File: src/inc/ubd_pkg.sv
// Purpose: constants for the baud divisor and clock edge block
// Assumes: 8-bit register port, 2-bit address
// Notes:   shared location steered by map_select on writes
package ubd_pkg;
  localparam int          ADDR_W          = 2;
  localparam int          DATA_W          = 8;
  localparam int          DIV_W           = 12;
  localparam int          DIV_HI_W        = 4;
  localparam int          BASE_W          = 4;
  localparam logic [1:0]  OFS_DIV_LOW     = 2'h0;
  localparam logic [1:0]  OFS_SHARED      = 2'h1;
  localparam logic [1:0]  OFS_CONTROL     = 2'h2;
  localparam logic [1:0]  OFS_STATUS      = 2'h3;
  localparam int          BIT_MAP_SEL     = 7;
  localparam int          BIT_SYNC_MODE   = 6;
  localparam int          BIT_EDGE_SEL    = 0;
  localparam int          BIT_RD_HI_SEL   = 0;
  localparam int          BIT_DBL_SPEED   = 1;
  localparam logic [6:0]  FRAME_RESET     = 7'h06;
  localparam logic [3:0]  DIV_HI_RESET    = 4'h0;
  localparam logic [7:0]  DIV_LO_RESET    = 8'h00;
  localparam logic [3:0]  BASE_LAST_NORM  = 4'hF;
  localparam logic [3:0]  BASE_LAST_DBL   = 4'h7;
endpackage

File: src/logic/ubd_prescaler.sv
// Purpose: down-counting baud prescaler with immediate reload
// Assumes: reload value is the full divisor
// Notes:   tick period is divisor plus one cycles
`timescale 1ns/1ps
module ubd_prescaler #(
  parameter int WIDTH = 12
) (
  input  wire logic             i_sys_clk,
  input  wire logic             i_sys_rst,
  input  wire logic             i_reload,
  input  wire logic [WIDTH-1:0] i_reload_value,
  input  wire logic [WIDTH-1:0] i_divisor,
  output logic      [WIDTH-1:0] o_count,
  output logic                  o_tick
);
  logic [WIDTH-1:0] count_reg;
  logic [WIDTH-1:0] count_next;
  wire              at_zero = (count_reg == '0);

  // reload beats the running count
  assign count_next = i_reload ? i_reload_value :
                      at_zero  ? i_divisor :
                      count_reg - WIDTH'(1);

  always_ff @(posedge i_sys_clk or posedge i_sys_rst) begin
    if (i_sys_rst) begin
      count_reg <= '0;
    end else begin
      count_reg <= count_next;
    end
  end

  assign o_count = count_reg;
  assign o_tick  = at_zero & ~i_reload;
endmodule

File: src/logic/ubd_top.sv
// Purpose: baud divisor registers, prescaler and clock edge selection
// Assumes: sync clock pin is an external input in sync mode
// Notes:   launch and sample pulses are one cycle long, except async sample stays high while the divisor is zero
//
// Our own choices: the address map and the address-and-strobe port.
`timescale 1ns/1ps
module ubd_top (
  input  wire logic       i_sys_clk,
  input  wire logic       i_sys_rst,
  input  wire logic [1:0] i_addr,
  input  wire logic [7:0] i_wdata,
  input  wire logic       i_wr,
  input  wire logic       i_rd,
  input  wire logic       i_sync_clock_pin,
  output logic      [7:0] o_rdata,
  output logic            o_tx_launch,
  output logic            o_rx_sample,
  output logic            o_sync_mode
);
  logic [3:0] div_hi_reg;
  logic [7:0] div_lo_reg;
  logic [6:0] frame_reg;
  logic [1:0] ctrl_reg;
  logic [7:0] rdata_reg;
  logic [3:0] base_reg;
  logic [3:0] base_next;
  logic       sync_s1_reg;
  logic       sync_s2_reg;
  logic       sync_s3_reg;
  logic       sync_lvl_reg;
  logic       tx_launch_reg;
  logic       rx_sample_reg;
  logic       sync_mode_reg;
  logic [11:0] pre_count;
  logic        pre_tick;

  // offset match, shared by write decode and read mux
  function automatic logic ofs_hit(input logic [1:0] addr,
                                   input logic [1:0] ofs);
    return addr == ofs;
  endfunction

  // register decode
  wire wr_low    = i_wr & ofs_hit(i_addr, ubd_pkg::OFS_DIV_LOW);
  wire wr_shared = i_wr & ofs_hit(i_addr, ubd_pkg::OFS_SHARED);
  wire wr_ctrl   = i_wr & ofs_hit(i_addr, ubd_pkg::OFS_CONTROL);
  wire to_frame  = wr_shared & i_wdata[ubd_pkg::BIT_MAP_SEL];
  wire to_div_hi = wr_shared & ~i_wdata[ubd_pkg::BIT_MAP_SEL];
  wire sync_mode = frame_reg[ubd_pkg::BIT_SYNC_MODE];
  wire edge_sel  = frame_reg[ubd_pkg::BIT_EDGE_SEL];
  wire dbl_speed = ctrl_reg[ubd_pkg::BIT_DBL_SPEED];
  wire rd_hi_sel = ctrl_reg[ubd_pkg::BIT_RD_HI_SEL];
  wire [11:0] divisor = {div_hi_reg, div_lo_reg};
  wire [11:0] reload_value = {div_hi_reg, i_wdata};

  // read mux
  wire [7:0] shared_rd = rd_hi_sel ? {4'h0, div_hi_reg}
                                   : {1'b1, frame_reg};
  wire [7:0] status_rd = {3'h0, base_reg, sync_lvl_reg};
  wire [7:0] rd_mux = ofs_hit(i_addr, ubd_pkg::OFS_DIV_LOW) ? div_lo_reg :
                      ofs_hit(i_addr, ubd_pkg::OFS_SHARED)  ? shared_rd :
                      ofs_hit(i_addr, ubd_pkg::OFS_CONTROL) ? {6'h00, ctrl_reg} :
                      status_rd;
  wire [7:0] rdata_next = i_rd ? rd_mux : 8'h00;

  always_ff @(posedge i_sys_clk or posedge i_sys_rst) begin
    if (i_sys_rst) begin
      div_hi_reg <= ubd_pkg::DIV_HI_RESET;
      div_lo_reg <= ubd_pkg::DIV_LO_RESET;
      frame_reg  <= ubd_pkg::FRAME_RESET;
      ctrl_reg   <= 2'h0;
      rdata_reg  <= 8'h00;
    end else begin
      if (to_div_hi) begin
        div_hi_reg <= i_wdata[3:0];
      end
      if (wr_low) begin
        div_lo_reg <= i_wdata;
      end
      if (to_frame) begin
        frame_reg <= i_wdata[6:0];
      end
      if (wr_ctrl) begin
        ctrl_reg <= i_wdata[1:0];
      end
      rdata_reg <= rdata_next;
    end
  end

  ubd_prescaler #(
    .WIDTH (ubd_pkg::DIV_W)
  ) u_prescaler (
    .i_sys_clk      (i_sys_clk),
    .i_sys_rst      (i_sys_rst),
    .i_reload       (wr_low),
    .i_reload_value (reload_value),
    .i_divisor      (divisor),
    .o_count        (pre_count),
    .o_tick         (pre_tick)
  );

  // base divider: 16 or 8 prescaler ticks per bit
  wire [3:0] base_last = dbl_speed ? ubd_pkg::BASE_LAST_DBL
                                   : ubd_pkg::BASE_LAST_NORM;
  wire       base_wrap = pre_tick & (base_reg >= base_last);
  assign base_next = wr_low    ? 4'h0 :
                     base_wrap ? 4'h0 :
                     pre_tick  ? base_reg + 4'h1 :
                     base_reg;

  // sync clock pin: three flops, change taken when second and third agree
  wire sync_rise = sync_s2_reg & sync_s3_reg & ~sync_lvl_reg;
  wire sync_fall = ~sync_s2_reg & ~sync_s3_reg & sync_lvl_reg;
  wire launch_edge = edge_sel ? sync_fall : sync_rise;
  wire sample_edge = edge_sel ? sync_rise : sync_fall;
  wire tx_launch_next = sync_mode ? launch_edge : base_wrap;
  wire rx_sample_next = sync_mode ? sample_edge : pre_tick;

  always_ff @(posedge i_sys_clk or posedge i_sys_rst) begin
    if (i_sys_rst) begin
      base_reg      <= 4'h0;
      sync_s1_reg   <= 1'b0;
      sync_s2_reg   <= 1'b0;
      sync_s3_reg   <= 1'b0;
      sync_lvl_reg  <= 1'b0;
      tx_launch_reg <= 1'b0;
      rx_sample_reg <= 1'b0;
      sync_mode_reg <= 1'b0;
    end else begin
      base_reg      <= base_next;
      sync_s1_reg   <= i_sync_clock_pin;
      sync_s2_reg   <= sync_s1_reg;
      sync_s3_reg   <= sync_s2_reg;
      if (sync_s2_reg == sync_s3_reg) begin
        sync_lvl_reg <= sync_s3_reg;
      end
      tx_launch_reg <= tx_launch_next;
      rx_sample_reg <= rx_sample_next;
      sync_mode_reg <= sync_mode;
    end
  end

  assign o_rdata     = rdata_reg;
  assign o_tx_launch = tx_launch_reg;
  assign o_rx_sample = rx_sample_reg;
  assign o_sync_mode = sync_mode_reg;

  // checks
  launch_edge_a: assert property (@(posedge i_sys_clk) disable iff (i_sys_rst)
    sync_mode && !edge_sel && sync_rise |=> o_tx_launch && !o_rx_sample)
    else $error("launch not on rising edge with edge select zero");

  sample_edge_a: assert property (@(posedge i_sys_clk) disable iff (i_sys_rst)
    sync_mode && edge_sel && sync_rise |=> o_rx_sample && !o_tx_launch)
    else $error("sample not on rising edge with edge select one");

  high_read_a: assert property (@(posedge i_sys_clk) disable iff (i_sys_rst)
    i_rd && i_addr == ubd_pkg::OFS_SHARED && rd_hi_sel
    |=> o_rdata == {4'h0, $past(div_hi_reg)})
    else $error("divisor high read wrong");

  frame_read_a: assert property (@(posedge i_sys_clk) disable iff (i_sys_rst)
    i_rd && i_addr == ubd_pkg::OFS_SHARED && !rd_hi_sel
    |=> o_rdata[7] && o_rdata[6:0] == $past(frame_reg))
    else $error("frame config read wrong");

  div_high_a: assert property (@(posedge i_sys_clk) disable iff (i_sys_rst)
    to_div_hi |=> div_hi_reg == $past(i_wdata[3:0]) && $stable(frame_reg))
    else $error("divisor high write misrouted");

  reload_now_a: assert property (@(posedge i_sys_clk) disable iff (i_sys_rst)
    wr_low |=> pre_count == {div_hi_reg, $past(i_wdata)})
    else $error("prescaler not reloaded on low write");

  base_div_a: assert property (@(posedge i_sys_clk) disable iff (i_sys_rst)
    !sync_mode && pre_tick && !wr_low && base_reg == (dbl_speed ? 4'h7 : 4'hF)
    |=> o_tx_launch && base_reg == 4'h0)
    else $error("base divisor wrong");

  async_mode_a: assert property (@(posedge i_sys_clk) disable iff (i_sys_rst)
    !sync_mode && !pre_tick |=> !o_tx_launch && !o_rx_sample)
    else $error("async pulses not from prescaler");

  rate_count_a: assert property (@(posedge i_sys_clk) disable iff (i_sys_rst)
    pre_tick && !wr_low |=> pre_count == $past(divisor))
    else $error("prescaler period wrong");

  fall_launch_a: assert property (@(posedge i_sys_clk) disable iff (i_sys_rst)
    sync_mode && edge_sel && sync_fall
    |=> o_tx_launch && !o_rx_sample)
    else $error("launch not on falling edge with edge select one");

  fall_sample_a: assert property (@(posedge i_sys_clk) disable iff (i_sys_rst)
    sync_mode && !edge_sel && sync_fall
    |=> o_rx_sample && !o_tx_launch)
    else $error("sample not on falling edge with edge select zero");

  sync_level_a: assert property (@(posedge i_sys_clk) disable iff (i_sys_rst)
    sync_s2_reg == sync_s3_reg
    |=> sync_lvl_reg == $past(sync_s3_reg))
    else $error("sync clock level not taken when flops agree");

  sync_idle_a: assert property (@(posedge i_sys_clk) disable iff (i_sys_rst)
    sync_mode && !sync_rise && !sync_fall
    |=> !o_tx_launch && !o_rx_sample)
    else $error("sync pulse without clock edge");

  mode_copy_a: assert property (@(posedge i_sys_clk) disable iff (i_sys_rst)
    1'b1
    |=> o_sync_mode == $past(sync_mode))
    else $error("sync mode output wrong");

  frame_write_a: assert property (@(posedge i_sys_clk) disable iff (i_sys_rst)
    to_frame
    |=> frame_reg == $past(i_wdata[6:0]) && $stable(div_hi_reg))
    else $error("frame config write misrouted");

  low_write_a: assert property (@(posedge i_sys_clk) disable iff (i_sys_rst)
    wr_low
    |=> div_lo_reg == $past(i_wdata) && $stable(div_hi_reg))
    else $error("divisor low write wrong");

  ctrl_write_a: assert property (@(posedge i_sys_clk) disable iff (i_sys_rst)
    wr_ctrl
    |=> ctrl_reg == $past(i_wdata[1:0]))
    else $error("control write wrong");

  base_hold_a: assert property (@(posedge i_sys_clk) disable iff (i_sys_rst)
    !pre_tick && !wr_low
    |=> $stable(base_reg))
    else $error("base counter moved without tick");

  reload_base_a: assert property (@(posedge i_sys_clk) disable iff (i_sys_rst)
    wr_low && !sync_mode
    |=> base_reg == 4'h0 && !o_tx_launch && !o_rx_sample)
    else $error("low write did not restart base counter");
endmodule

File: config.mk
export PLATFORM = sky130hd
export DESIGN_NAME = ubd_top
export DESIGN_NICKNAME = d
export VERILOG_FILES = /design/src/inc/ubd_pkg.sv /design/src/logic/ubd_prescaler.sv /design/src/logic/ubd_top.sv
export SDC_FILE = /design/constraint.sdc
export NUM_CORES = 1
export LEC_CHECK = 0
export BUFFER_PORTS_ARGS = -buffer_cell sky130_fd_sc_hd__buf_2
export CORE_MARGIN = 10
export CORE_UTILIZATION = 55
export CTS_CLUSTER_SIZE = 12
export DETAILED_ROUTE_END_ITERATION = 12
export PLACE_DENSITY = 0.79
export SLEW_MARGIN = 20
export SYNTH_ARGS = -nofsm -noshare
export SYNTH_HDL_FRONTEND = slang
export SYNTH_SLANG_ARGS = --single-unit
File: constraint.sdc
create_clock -name i_sys_clk -period 2.1 [get_ports i_sys_clk]
set_input_delay 0.42 -clock i_sys_clk [delete_from_list [all_inputs] [get_ports i_sys_clk]]
set_output_delay 0.42 -clock i_sys_clk [all_outputs]
set_load 0.03 [all_outputs]
==> metrics.log, run 1 <==
[metrics] status: complete, no violations
[metrics] Synth Area in Adders: 0.0309
[metrics] HPWL reported at the end of detailed placement: 3.73 mm
[metrics] power per cell area: 932 nW/um2
[metrics] die width: 86.5 um
[metrics] die area: 7470 um2
[metrics] diode count: 0
[metrics] clock-pin slew on the worst setup and hold paths: 0.10 ns
[metrics] setup repair after global routing missed its margin: false
[metrics] Clock Path Buffers: 2
[metrics] Vias: 1,702
[metrics] unique cell type count in the Yosys netlist: 42
[metrics] flip-flop count of the largest register, all copies and words added: 12
[metrics] TritonCTS clock tree: done
[metrics] YS warnings: 0
[metrics] area inside the core boundary: 4320 um2
[metrics] most common cell after layout, fill and taps aside: sky130_fd_sc_hd__dfrtp_1
[metrics] area post-placement: 2670 um2
[metrics] finished layout cell area: 2770 um2
[metrics] Total Nets Final: 264
[metrics] endpoint class of the critical path: flop
[metrics] flop2flop setup slack: 0.16 ns
[metrics] synthesis-to-layout area growth: 13.9%
[metrics] largest net degree at the start of global routing: 31
[metrics] TritonCTS Buffers: 5
[metrics] kind of critical path: flop to flop
[metrics] origin of the critical flop-to-flop path: u_prescaler.o_count[5]
[metrics] combined area of all synthesized cells: 2430 um2
[metrics] worst r2r path cells: 4
[metrics] # DRC: 0
[metrics] number of flops mapped to enable cells by yosys: 0
[metrics] worst clock skew: 0.0110 ns
[metrics] element type at the critical path start: flop
[metrics] compound-gate portion of the synthesized area: 0.0850
[metrics] final-report setup violation count: 0
[metrics] largest family of logic cells by synthesized area: simple AND/OR/NAND/NOR gates
[metrics] total global-route track usage: 0.143
[metrics] average footprint of a synthesized cell: 11.6 um2
[metrics] number of global-route vias before repair: 1,748
[metrics] latest clock arrival within the worst-skew pair: 0.31 ns
[metrics] flip-flop cell with the highest count after synthesis: sky130_fd_sc_hd__dfrtp_1
[metrics] net count of the mapped netlist: 231
[metrics] Root Driver: sky130_fd_sc_hd__clkbuf_8
[metrics] async set-reset flop share out of synthesis: 1.00
[metrics] die outline height: 86.5 um
[metrics] overall routed net length: 4.96 mm
[metrics] reported leakage power: 1.24 nW
[metrics] gate family responsible for the most delay along the worst path: simple AND/OR/NAND/NOR gates
[metrics] final critical path time including I/O delays and setup: 1.94 ns
[metrics] min-delay worst type: primary input to async pin
[metrics] multiplexer share of the synthesized area: 0.128
[metrics] synthesized-area fraction occupied by and/or/nand/nor cells: 0.163
[metrics] global placement routability congestion: 0.865
[metrics] post-detailed-route wirelength per cell: 16.7 um
[metrics] final hold violation count: 0
[metrics] Data required, critical path: 2.32 ns
[metrics] number of slew-limit violations in the final report: 0
[metrics] standard-cell row count: 24
[metrics] final period utilization: 0.925
[metrics] largest fanout on the critical path: 8
[metrics] CTS HTree Levels: 2
[metrics] count of pins on the block boundary: 26
[metrics] cell type of the slowest stage on the worst timing path: sky130_fd_sc_hd__or4_1
[metrics] number of register bits inferred by synthesis: 52
[metrics] commonest cells after routing, fill and taps aside: 50 x sky130_fd_sc_hd__dfrtp_1, 25 x sky130_fd_sc_hd__buf_2, 18 x sky130_fd_sc_hd__nor2_1, 18 x sky130_fd_sc_hd__mux2_2, 16 x sky130_fd_sc_hd__nand2_1
[metrics] ratio of cells with drive above 1 in the final layout: 0.283
[metrics] number of buffers added on ports: 25
[metrics] ordered cell list for the critical path: nor4_4 -> nand3_2 -> or4_1 -> o22ai_1
[metrics] transition time at the pin with the least slew margin: 0.569 ns
[metrics] routed vias/inst: 5.75
[metrics] Final Hold Slack: 0.120 ns
[metrics] highest clock frequency the design can meet: 515 MHz
[metrics] instance count of the mapped netlist: 210
[metrics] setup_tns: 0 ns
[metrics] highest ir drop seen on vdd: 0.481 mV
[metrics] first-pass GRT wire length: 8.57 mm
[metrics] Setup WS pre-CTS: 0.147 ns
[metrics] initial antenna violation count: 0
[metrics] Pre-antenna DRT Iters: 4
[metrics] share of the synthesized netlist area taken by xor and xnor gates: 0.0361
[metrics] number of buffers inserted for hold repair after clock tree synthesis: 0
[metrics] effective utilization at floorplan: 0.562
[metrics] worst endpoint data arrival time: 2.17 ns
[metrics] Critical Path Max Stage Delay: 0.54 ns
[metrics] final worst-path setup slack: 0.157 ns
[metrics] number of nets with antenna violations after detailed routing: 0
[metrics] terminus of the critical flop-to-flop path: base_reg[3]
[metrics] sequential area share after synthesis: 0.537
[metrics] PnR Total Power: 2.58 mW
[metrics] maximum capacitance violations: 0
[metrics] relative max-transition margin: 0.619
[metrics] grt total ovfl: 0
[metrics] Sink Count: 52
[metrics] Buffers & Inverters on Critical Path: 0
[metrics] number of DRC markers after the initial detailed-route iteration: 116
power by group:
part	switching (mW)	total (mW)	internal, mW
Combinational	0.285	0.580	0.295
Sequential	0.208	1.41	1.20
Clock	0.325	0.589	0.264
worst reg2reg max path: stages, from the launching register on:
cell and delay [ns]:
sky130_fd_sc_hd__dfrtp_1 0.45, sky130_fd_sc_hd__nor4_4 0.51, sky130_fd_sc_hd__nand3_2 0.20, sky130_fd_sc_hd__or4_1 0.54, sky130_fd_sc_hd__o22ai_1 0.16
what timing repair did:
item                       in CTS  in global routing
buffers inserted                0                  0
setup endpoints to repair       0                  7
gates resized for setup         0                  1
per-stage QoR:
step / utilization / cells
finish: 0.640 / 296
CTS: 0.638 / 296
detailed placement: 0.616 / 288
floorplan: - / 210
global placement: 0.616 / 288
global route: 0.640 / 296
worst max path at each step:
stage / startpoint / to / slack (ns) / cells after the start
floorplan: u_prescaler.o_count[0] / base_reg[3] / 0.33 / 6
global placement: u_prescaler.o_count[5] / base_reg[3] / 0.25 / 4
detailed placement: u_prescaler.o_count[0] / base_reg[3] / 0.15 / 6
CTS: u_prescaler.o_count[0] / base_reg[3] / 0.12 / 6
global route: u_prescaler.o_count[5] / base_reg[3] / 0.03 / 4
finish: u_prescaler.o_count[5] / base_reg[3] / 0.16 / 4
cells in the mapped netlist (2+ instances only):
| master | count | area, um2 |
|---|---|---|
| sky130_fd_sc_hd__dfrtp_1 | 50 | 1250 |
| sky130_fd_sc_hd__mux2_2 | 18 | 203 |
| sky130_fd_sc_hd__nor2_1 | 18 | 67.6 |
| sky130_fd_sc_hd__nand2_1 | 16 | 60.1 |
| sky130_fd_sc_hd__a21oi_1 | 15 | 75.1 |
| sky130_fd_sc_hd__clkbuf_1 | 6 | 22.5 |
| sky130_fd_sc_hd__ha_1 | 6 | 75.1 |
| sky130_fd_sc_hd__inv_1 | 6 | 22.5 |
| sky130_fd_sc_hd__xnor2_1 | 6 | 52.6 |
| sky130_fd_sc_hd__a31oi_1 | 5 | 31.3 |
| sky130_fd_sc_hd__nand3_1 | 5 | 25.0 |
| sky130_fd_sc_hd__nand2b_1 | 4 | 25.0 |
| sky130_fd_sc_hd__xor2_1 | 4 | 35.0 |
| sky130_fd_sc_hd__mux2_1 | 3 | 33.8 |
| sky130_fd_sc_hd__mux2i_1 | 3 | 30.0 |
| sky130_fd_sc_hd__nand3b_1 | 3 | 22.5 |
| sky130_fd_sc_hd__nor2b_1 | 3 | 18.8 |
| sky130_fd_sc_hd__nor3b_1 | 3 | 22.5 |
| sky130_fd_sc_hd__o21ai_0 | 3 | 15.0 |
| sky130_fd_sc_hd__a211oi_1 | 2 | 15.0 |
| sky130_fd_sc_hd__and2_1 | 2 | 12.5 |
| sky130_fd_sc_hd__and3_1 | 2 | 12.5 |
| sky130_fd_sc_hd__dfstp_2 | 2 | 52.6 |
| sky130_fd_sc_hd__mux4_2 | 2 | 45.0 |
| sky130_fd_sc_hd__nand4b_1 | 2 | 17.5 |
| sky130_fd_sc_hd__nor3_1 | 2 | 10.0 |
| sky130_fd_sc_hd__o221ai_1 | 2 | 17.5 |
| sky130_fd_sc_hd__o31ai_1 | 2 | 15.0 |
| sky130_fd_sc_hd__or4_1 | 2 | 15.0 |
cell families after synthesis:
family,count (synthesis)
and+or+nand+nor,69
adders and majority gates,6
muxes,26
xor gates and xnor gates,10
buffers and inverters,13
AOI/OAI and AO/OA,34
DFF,52
per-layer routing:
layer	track usage	part of all wire	up-vias	routed length [um]
met5	0	0	-	0
met3	0.0385	0.061	10	301
met4	0.0530	0.017	0	85
met2	0.235	0.51	47	2520
li1	-	-	812	-
met1	0.174	0.41	833	2050
area by class of cell:
class	instances	area (um2)
Inverter	6	22.5
Sequential cell	52	1300
Clock buffer	6	82.6
Fill cell	355	1560
Clock inverter	2	10.0
Tap cell	52	65.1
Timing Repair Buffer	33	198
Multi-Input combinational cell	145	1080
No activity file was read; power rests on OpenSTA's default activity.
==> run 2: changes to the inputs <==
--- a/config.mk
+++ b/config.mk
@@ -7,10 +7,12 @@
 export LEC_CHECK = 0
 export BUFFER_PORTS_ARGS = -buffer_cell sky130_fd_sc_hd__buf_2
 export CORE_MARGIN = 10
-export CORE_UTILIZATION = 55
+export CORE_UTILIZATION = 52
+export CTS_CLUSTER_DIAMETER = 50
 export CTS_CLUSTER_SIZE = 12
 export DETAILED_ROUTE_END_ITERATION = 12
 export PLACE_DENSITY = 0.79
+export RECOVER_POWER = 25
 export SLEW_MARGIN = 20
 export SYNTH_ARGS = -nofsm -noshare
 export SYNTH_HDL_FRONTEND = slang
==> constraint.sdc (replaced) <==
create_clock -name i_sys_clk -period 1.6 [get_ports i_sys_clk]
set_input_delay 0.32 -clock i_sys_clk [delete_from_list [all_inputs] [get_ports i_sys_clk]]
set_output_delay 0.32 -clock i_sys_clk [all_outputs]
set_load 0.03 [all_outputs]
==> run 2 against run 1 <==
  * The flow now finishes with violations (negative setup slack)
  * Sequential power grew 28%
  * Largest power group unchanged
  * Non-clock buffer count is 39 higher
  * Final area is 21% higher
==> metrics.log, run 2 (same netlist as run 1, synthesis figures left out) <==
[metrics] failing checks: negative setup slack
[metrics] synthesis-to-layout area growth: 37.5%
[metrics] cell type of the slowest stage on the worst timing path: sky130_fd_sc_hd__or4_1
[metrics] Filler cells: 268
[metrics] Buffers & Inverters on Critical Path: 0
[metrics] number of DRC markers after the initial detailed-route iteration: 143
[metrics] origin of the critical flop-to-flop path: base_reg[3]
[metrics] Data required, critical path: 1.82 ns
[metrics] die outline height: 88.3 um
[metrics] setup repair after global routing missed its margin: true
[metrics] grt total ovfl: 0
[metrics] ratio of cells with drive above 1 in the final layout: 0.495
[metrics] kind of critical path: flop to flop
[metrics] Critical Path Max Stage Delay: 0.51 ns
[metrics] total global-route track usage: 0.155
[metrics] reported leakage power: 1.49 nW
[metrics] area inside the core boundary: 4440 um2
[metrics] HPWL reported at the end of detailed placement: 4.07 mm
[metrics] TritonCTS Buffers: 5
[metrics] Vias: 1,917
[metrics] number of global-route vias before repair: 1,974
[metrics] Clock Path Buffers: 2
[metrics] min-delay worst type: primary input to flop
[metrics] final period utilization: 1.11
[metrics] latest clock arrival within the worst-skew pair: 0.31 ns
[metrics] highest clock frequency the design can meet: 564 MHz
[metrics] relative max-transition margin: 0.493
[metrics] Pre-antenna DRT Iters: 4
[metrics] worst clock skew: 0.00672 ns
[metrics] top layer reached by signal wires: met4
[metrics] sum of met3 wire segment lengths after detailed routing: 475 um
[metrics] post-detailed-route wirelength per cell: 18.6 um
[metrics] largest net degree at the start of global routing: 35
[metrics] initial antenna violation count: 0
[metrics] diode count: 0
[metrics] clock-pin slew on the worst setup and hold paths: 0.09 ns
[metrics] cell count after placement: 317
[metrics] worst endpoint data arrival time: 1.99 ns
[metrics] final-report setup violation count: 17
[metrics] standard-cell row count: 24
[metrics] TritonCTS clock tree: done
[metrics] fin cells: 335
[metrics] global placement routability congestion: 0.905
[metrics] endpoint class of the critical path: flop
[metrics] ordered cell list for the critical path: ha_1 -> a31o_2 -> or4_1 -> o22ai_1
[metrics] WL met1: 2.52 mm
[metrics] most common cell after layout, fill and taps aside: sky130_fd_sc_hd__dfrtp_1
[metrics] Root Driver: sky130_fd_sc_hd__clkbuf_8
[metrics] worst min-delay path startpoint: i_sync_clock_pin
[metrics] die area: 7800 um2
[metrics] final critical path time including I/O delays and setup: 1.77 ns
[metrics] element type at the critical path start: flop
[metrics] Final Hold Slack: 0.113 ns
[metrics] transition time at the pin with the least slew margin: 0.759 ns
[metrics] largest fanout on the critical path: 2
[metrics] Sink Count: 52
[metrics] # DRC: 0
[metrics] flip-flop count of the largest register, all copies and words added: 12
[metrics] CTS HTree Levels: 2
[metrics] die width: 88.3 um
[metrics] Total Nets Final: 303
[metrics] number of buffers added on ports: 25
[metrics] number of nets with antenna violations after detailed routing: 0
[metrics] CP Launch Point: base_reg[3]
[metrics] final worst-path setup slack: -0.173 ns
[metrics] Met2 Wirelength: 3.11 mm
[metrics] first-pass GRT wire length: 9.51 mm
[metrics] power per cell area: 1210 nW/um2
[metrics] effective utilization at floorplan: 0.546
[metrics] gate family responsible for the most delay along the worst path: simple AND/OR/NAND/NOR gates
[metrics] commonest cells after routing, fill and taps aside: 50 x sky130_fd_sc_hd__dfrtp_1, 35 x sky130_fd_sc_hd__buf_4, 25 x sky130_fd_sc_hd__buf_2, 18 x sky130_fd_sc_hd__mux2_2, 13 x sky130_fd_sc_hd__nand2_1
[metrics] final hold violation count: 0
[metrics] highest ir drop seen on vdd: 0.744 mV
[metrics] count of pins on the block boundary: 26
[metrics] status: finished with violations
[metrics] maximum capacitance violations: 0
[metrics] number of slew-limit violations in the final report: 0
[metrics] routed vias/inst: 5.72
[metrics] overall routed net length: 6.25 mm
-- run 2: cell count changes in the layout (fill, tap and decap cells not counted), moves of 7 or more --
| cell | before | now |
|---|---|---|
| sky130_fd_sc_hd__nor2_4 | 0 | 8 |
| sky130_fd_sc_hd__a21oi_2 | 0 | 8 |
| sky130_fd_sc_hd__a21oi_1 | 15 | 7 |
| sky130_fd_sc_hd__buf_4 | 7 | 35 |
| sky130_fd_sc_hd__buf_6 | 0 | 7 |
| sky130_fd_sc_hd__nor2_1 | 18 | 8 |
-- run 2: power by group --
part	total [mW]	leakage (nW)	internal, mW	switching (mW)
clock network	0.768	0.0445	0.352	0.416
logic	1.45	0.812	0.742	0.703
registers	1.81	0.637	1.58	0.235
total	4.03	1.49	2.67	1.35
-- run 2: worst paths after layout --
path / to / slack, ns / cells after the start
worst max-delay path: base_reg[3] / -0.17 / 4
worst min-delay path: sync_s1_reg / 0.11 / 1
worst max register to register: base_reg[3] / -0.17 / 4
worst min register to register: sync_s2_reg / 0.36 / 0
max in group asynchronous: base_reg[2] / 0.29 / 4
min in group asynchronous: div_lo_reg[0] / 0.68 / 3
-- run 2: final cells by class --
type / count / area [um2] / share of cell area
Timing Repair Buffer: 72 / 528 / 0.158
Sequential cell: 52 / 1300 / 0.390
Inverter: 6 / 22.5 / 0.00674
Clock buffer: 7 / 86.3 / 0.0259
Multi-Input combinational cell: 145 / 1330 / 0.397
Clock inverter: 1 / 7.51 / 0.00225
Tap cell: 52 / 65.1 / 0.0195
-- run 2: routing by layer --
layer	vias to the layer above	global-route usage
met5	-	0
met4	0	0.0587
met3	15	0.0386
met2	72	0.256
li1	892	-
met1	938	0.192
-- run 2: metrics by stage --
step | TNS, ns | worst slack [ns] | total power [mW] | cell area, um2 | utilization
finish | -0.840 | -0.173 | 4.03 | 3340 | 0.751
global placement | -0.0221 | -0.00945 | 2.80 | 2890 | 0.651
CTS | -0.152 | -0.0732 | 3.71 | 3060 | 0.689
global route | -1.90 | -0.217 | 4.24 | 3340 | 0.751
floorplan | -0.111 | -0.0778 | 2.40 | 2440 | -
detailed placement | -0.319 | -0.0825 | 2.84 | 2890 | 0.651
-- run 2: repair_timing --
action / in CTS / in global routing
cloned: 0 / 1
endpoints found under the hold margin: 9 / 0
setup buffers: 2 / 6
pin swaps: 5 / 20
hold buffers: 1 / 0
gates resized for setup: 14 / 52
endpoints found under the setup margin: 8 / 17
-- run 2: worst reg2reg max path: stages, from the launching register on --
cell                      delay, ns
sky130_fd_sc_hd__dfrtp_1       0.39
sky130_fd_sc_hd__ha_1          0.34
sky130_fd_sc_hd__a31o_2        0.25
sky130_fd_sc_hd__or4_1         0.51
sky130_fd_sc_hd__o22ai_1       0.20
==> run 3: changes to the inputs <==
--- a/config.mk
+++ b/config.mk
@@ -12,7 +12,6 @@
 export CTS_CLUSTER_SIZE = 12
 export DETAILED_ROUTE_END_ITERATION = 12
 export PLACE_DENSITY = 0.79
-export RECOVER_POWER = 25
 export SLEW_MARGIN = 20
 export SYNTH_ARGS = -nofsm -noshare
 export SYNTH_HDL_FRONTEND = slang
==> run 3 against run 2 <==
  * The run still ends with negative setup slack left
  * Total power is 0.19% higher
  * Utilization is 0.084 points higher
  * Clock-buffer cell count stayed put
  * Final area is 0.11% higher
  * Sequential power hardly changed
  * Non-clock buffer count stayed put
  * Clock skew hardly changed
  * Clock power hardly changed
  * Via count is 0.10% lower
  * Sequential share of layout area hardly changed
  * Worst setup slack better by 0.020 ns
==> metrics.log, run 3 (same netlist as run 1, synthesis figures left out) <==
[metrics] number of nets with antenna violations after detailed routing: 0
[metrics] largest fanout on the critical path: 2
[metrics] final period utilization: 1.10
[metrics] highest clock frequency the design can meet: 570 MHz
[metrics] latest clock arrival within the worst-skew pair: 0.31 ns
[metrics] failing checks: negative setup slack
[metrics] number of slew-limit violations in the final report: 0
[metrics] power per cell area: 1210 nW/um2
[metrics] commonest cells after routing, fill and taps aside: 50 x sky130_fd_sc_hd__dfrtp_1, 37 x sky130_fd_sc_hd__buf_4, 25 x sky130_fd_sc_hd__buf_2, 18 x sky130_fd_sc_hd__mux2_2, 13 x sky130_fd_sc_hd__nand2_1
[metrics] area inside the core boundary: 4440 um2
[metrics] status: finished with violations
[metrics] Root Driver: sky130_fd_sc_hd__clkbuf_8
[metrics] logic gate share of total power: 0.359
[metrics] die outline height: 88.3 um
[metrics] count of pins on the block boundary: 26
[metrics] Data required, critical path: 1.82 ns
[metrics] Switching Power: 1.36 mW
[metrics] setup_tns: -0.800 ns
[metrics] CTS HTree Levels: 2
[metrics] number of global-route vias before repair: 1,974
[metrics] final hold violation count: 0
[metrics] number of DRC markers after the initial detailed-route iteration: 148
[metrics] global placement routability congestion: 0.905
[metrics] number of buffers added on ports: 25
[metrics] overall routed net length: 6.24 mm
[metrics] synthesis-to-layout area growth: 37.7%
[metrics] Sink Count: 52
[metrics] final worst-path setup slack: -0.154 ns
[metrics] TritonCTS clock tree: done
[metrics] reported leakage power: 1.50 nW
[metrics] worst clock skew: 0.00670 ns
[metrics] min-delay worst type: primary input to flop
[metrics] proportion of total power due to net switching: 0.336
[metrics] highest ir drop seen on vdd: 0.744 mV
[metrics] Total Nets Final: 303
[metrics] clock-pin slew on the worst setup and hold paths: 0.09 ns
[metrics] relative max-transition margin: 0.588
[metrics] post-detailed-route wirelength per cell: 18.6 um
[metrics] final-report setup violation count: 17
[metrics] Pre-antenna DRT Iters: 4
[metrics] grt total ovfl: 0
[metrics] diode count: 0
[metrics] setup repair after global routing missed its margin: true
[metrics] Int Power: 2.68 mW
[metrics] most common cell after layout, fill and taps aside: sky130_fd_sc_hd__dfrtp_1
[metrics] die width: 88.3 um
[metrics] worst endpoint data arrival time: 1.98 ns
[metrics] final critical path time including I/O delays and setup: 1.75 ns
[metrics] largest net degree at the start of global routing: 35
[metrics] kind of critical path: flop to flop
[metrics] ratio of cells with drive above 1 in the final layout: 0.502
[metrics] standard-cell row count: 24
[metrics] endpoint class of the critical path: flop
[metrics] element type at the critical path start: flop
[metrics] effective utilization at floorplan: 0.546
[metrics] die area: 7800 um2
[metrics] HPWL reported at the end of detailed placement: 4.07 mm
[metrics] origin of the critical flop-to-flop path: base_reg[3]
[metrics] worst min-delay path startpoint: i_sync_clock_pin
[metrics] routed vias/inst: 5.72
[metrics] Vias: 1,915
[metrics] CP Launch Point: base_reg[3]
[metrics] Clock Path Buffers: 2
[metrics] Clock Power Share: 0.191
[metrics] first-pass GRT wire length: 9.51 mm
[metrics] TritonCTS Buffers: 5
[metrics] maximum capacitance violations: 0
[metrics] total global-route track usage: 0.155
[metrics] flip-flop count of the largest register, all copies and words added: 12
[metrics] initial antenna violation count: 0
[metrics] transition time at the pin with the least slew margin: 0.616 ns
[metrics] portion of total power attributed to sequential cells: 0.450
[metrics] Setup WS pre-CTS: -0.0825 ns
[metrics] # DRC: 0
## run 3: cell count changes in the layout (fill, tap and decap cells not counted), sizes merged
cell    change
clkbuf      -2
buf         +2
## run 3: repair_timing
action / 4_1_cts / 5_1_grt
cloned: 0 / 1
buffers inserted: 2 / 6
resized for setup: 14 / 52
endpoints found under the hold margin: 9 / 0
pin swaps: 5 / 20
hold buffers: 1 / 0
endpoints found under the setup margin: 8 / 17
## run 3: layout make-up
cell class | instances | area, um2
clock inverter | 1 | 7.51
fill | 266 | 1100
timing repair buffer | 72 | 532
multi-input combinational | 145 | 1330
sequential | 52 | 1300
tap | 52 | 65.1
inverter | 6 | 22.5
clock buffer | 7 | 86.3
## run 3: power groups by stage
stage          clock network (mW)  logic, mW  registers [mW]
5_1_grt                     0.838       1.56            1.85
6_report                    0.770       1.45            1.82
4_1_cts                     0.791       1.13            1.79
2_1_floorplan                   0      0.541            1.86
3_5_place_dp                    0       1.04            1.80
3_3_place_gp                    0       1.01            1.79
## run 3: worst max-delay path: stages (launching register included)
cell and delay (ns):
sky130_fd_sc_hd__dfrtp_1 0.39, sky130_fd_sc_hd__ha_1 0.34, sky130_fd_sc_hd__a31o_2 0.25, sky130_fd_sc_hd__or4_1 0.51
sky130_fd_sc_hd__o22ai_1 0.18
## run 3: final timing paths
kind                                to  slack, ns  depth (start not counted)
max                        base_reg[3]      -0.15                          4
min                        sync_s1_reg       0.11                          1
max reg2reg                base_reg[3]      -0.15                          4
min reg2reg                sync_s2_reg       0.36                          0
max in group asynchronous  base_reg[2]       0.54                          4
min in group asynchronous  o_rx_sample       0.54                          3
## run 3: stage by stage
step / total power [mW] / hold WS [ns] / util / area, um2 / cells
after detailed placement: 2.84 / 0.338 / 0.651 / 2890 / 317
after floorplan: 2.40 / 0.331 / - / 2440 / 210
final: 4.04 / 0.111 / 0.752 / 3340 / 335
after CTS: 3.71 / 0.102 / 0.689 / 3060 / 328
after global routing: 4.24 / 0.101 / 0.752 / 3340 / 335
after global placement: 2.80 / 0.332 / 0.651 / 2890 / 317
## run 3: metal layers
metal	vias to the layer above	part of all wire	global-route usage	wire, um
li1	892	-	-	-
met1	939	0.41	0.192	2570
met2	68	0.50	0.256	3110
met3	16	0.066	0.0386	410
met4	0	0.023	0.0587	146
met5	-	0	0	0
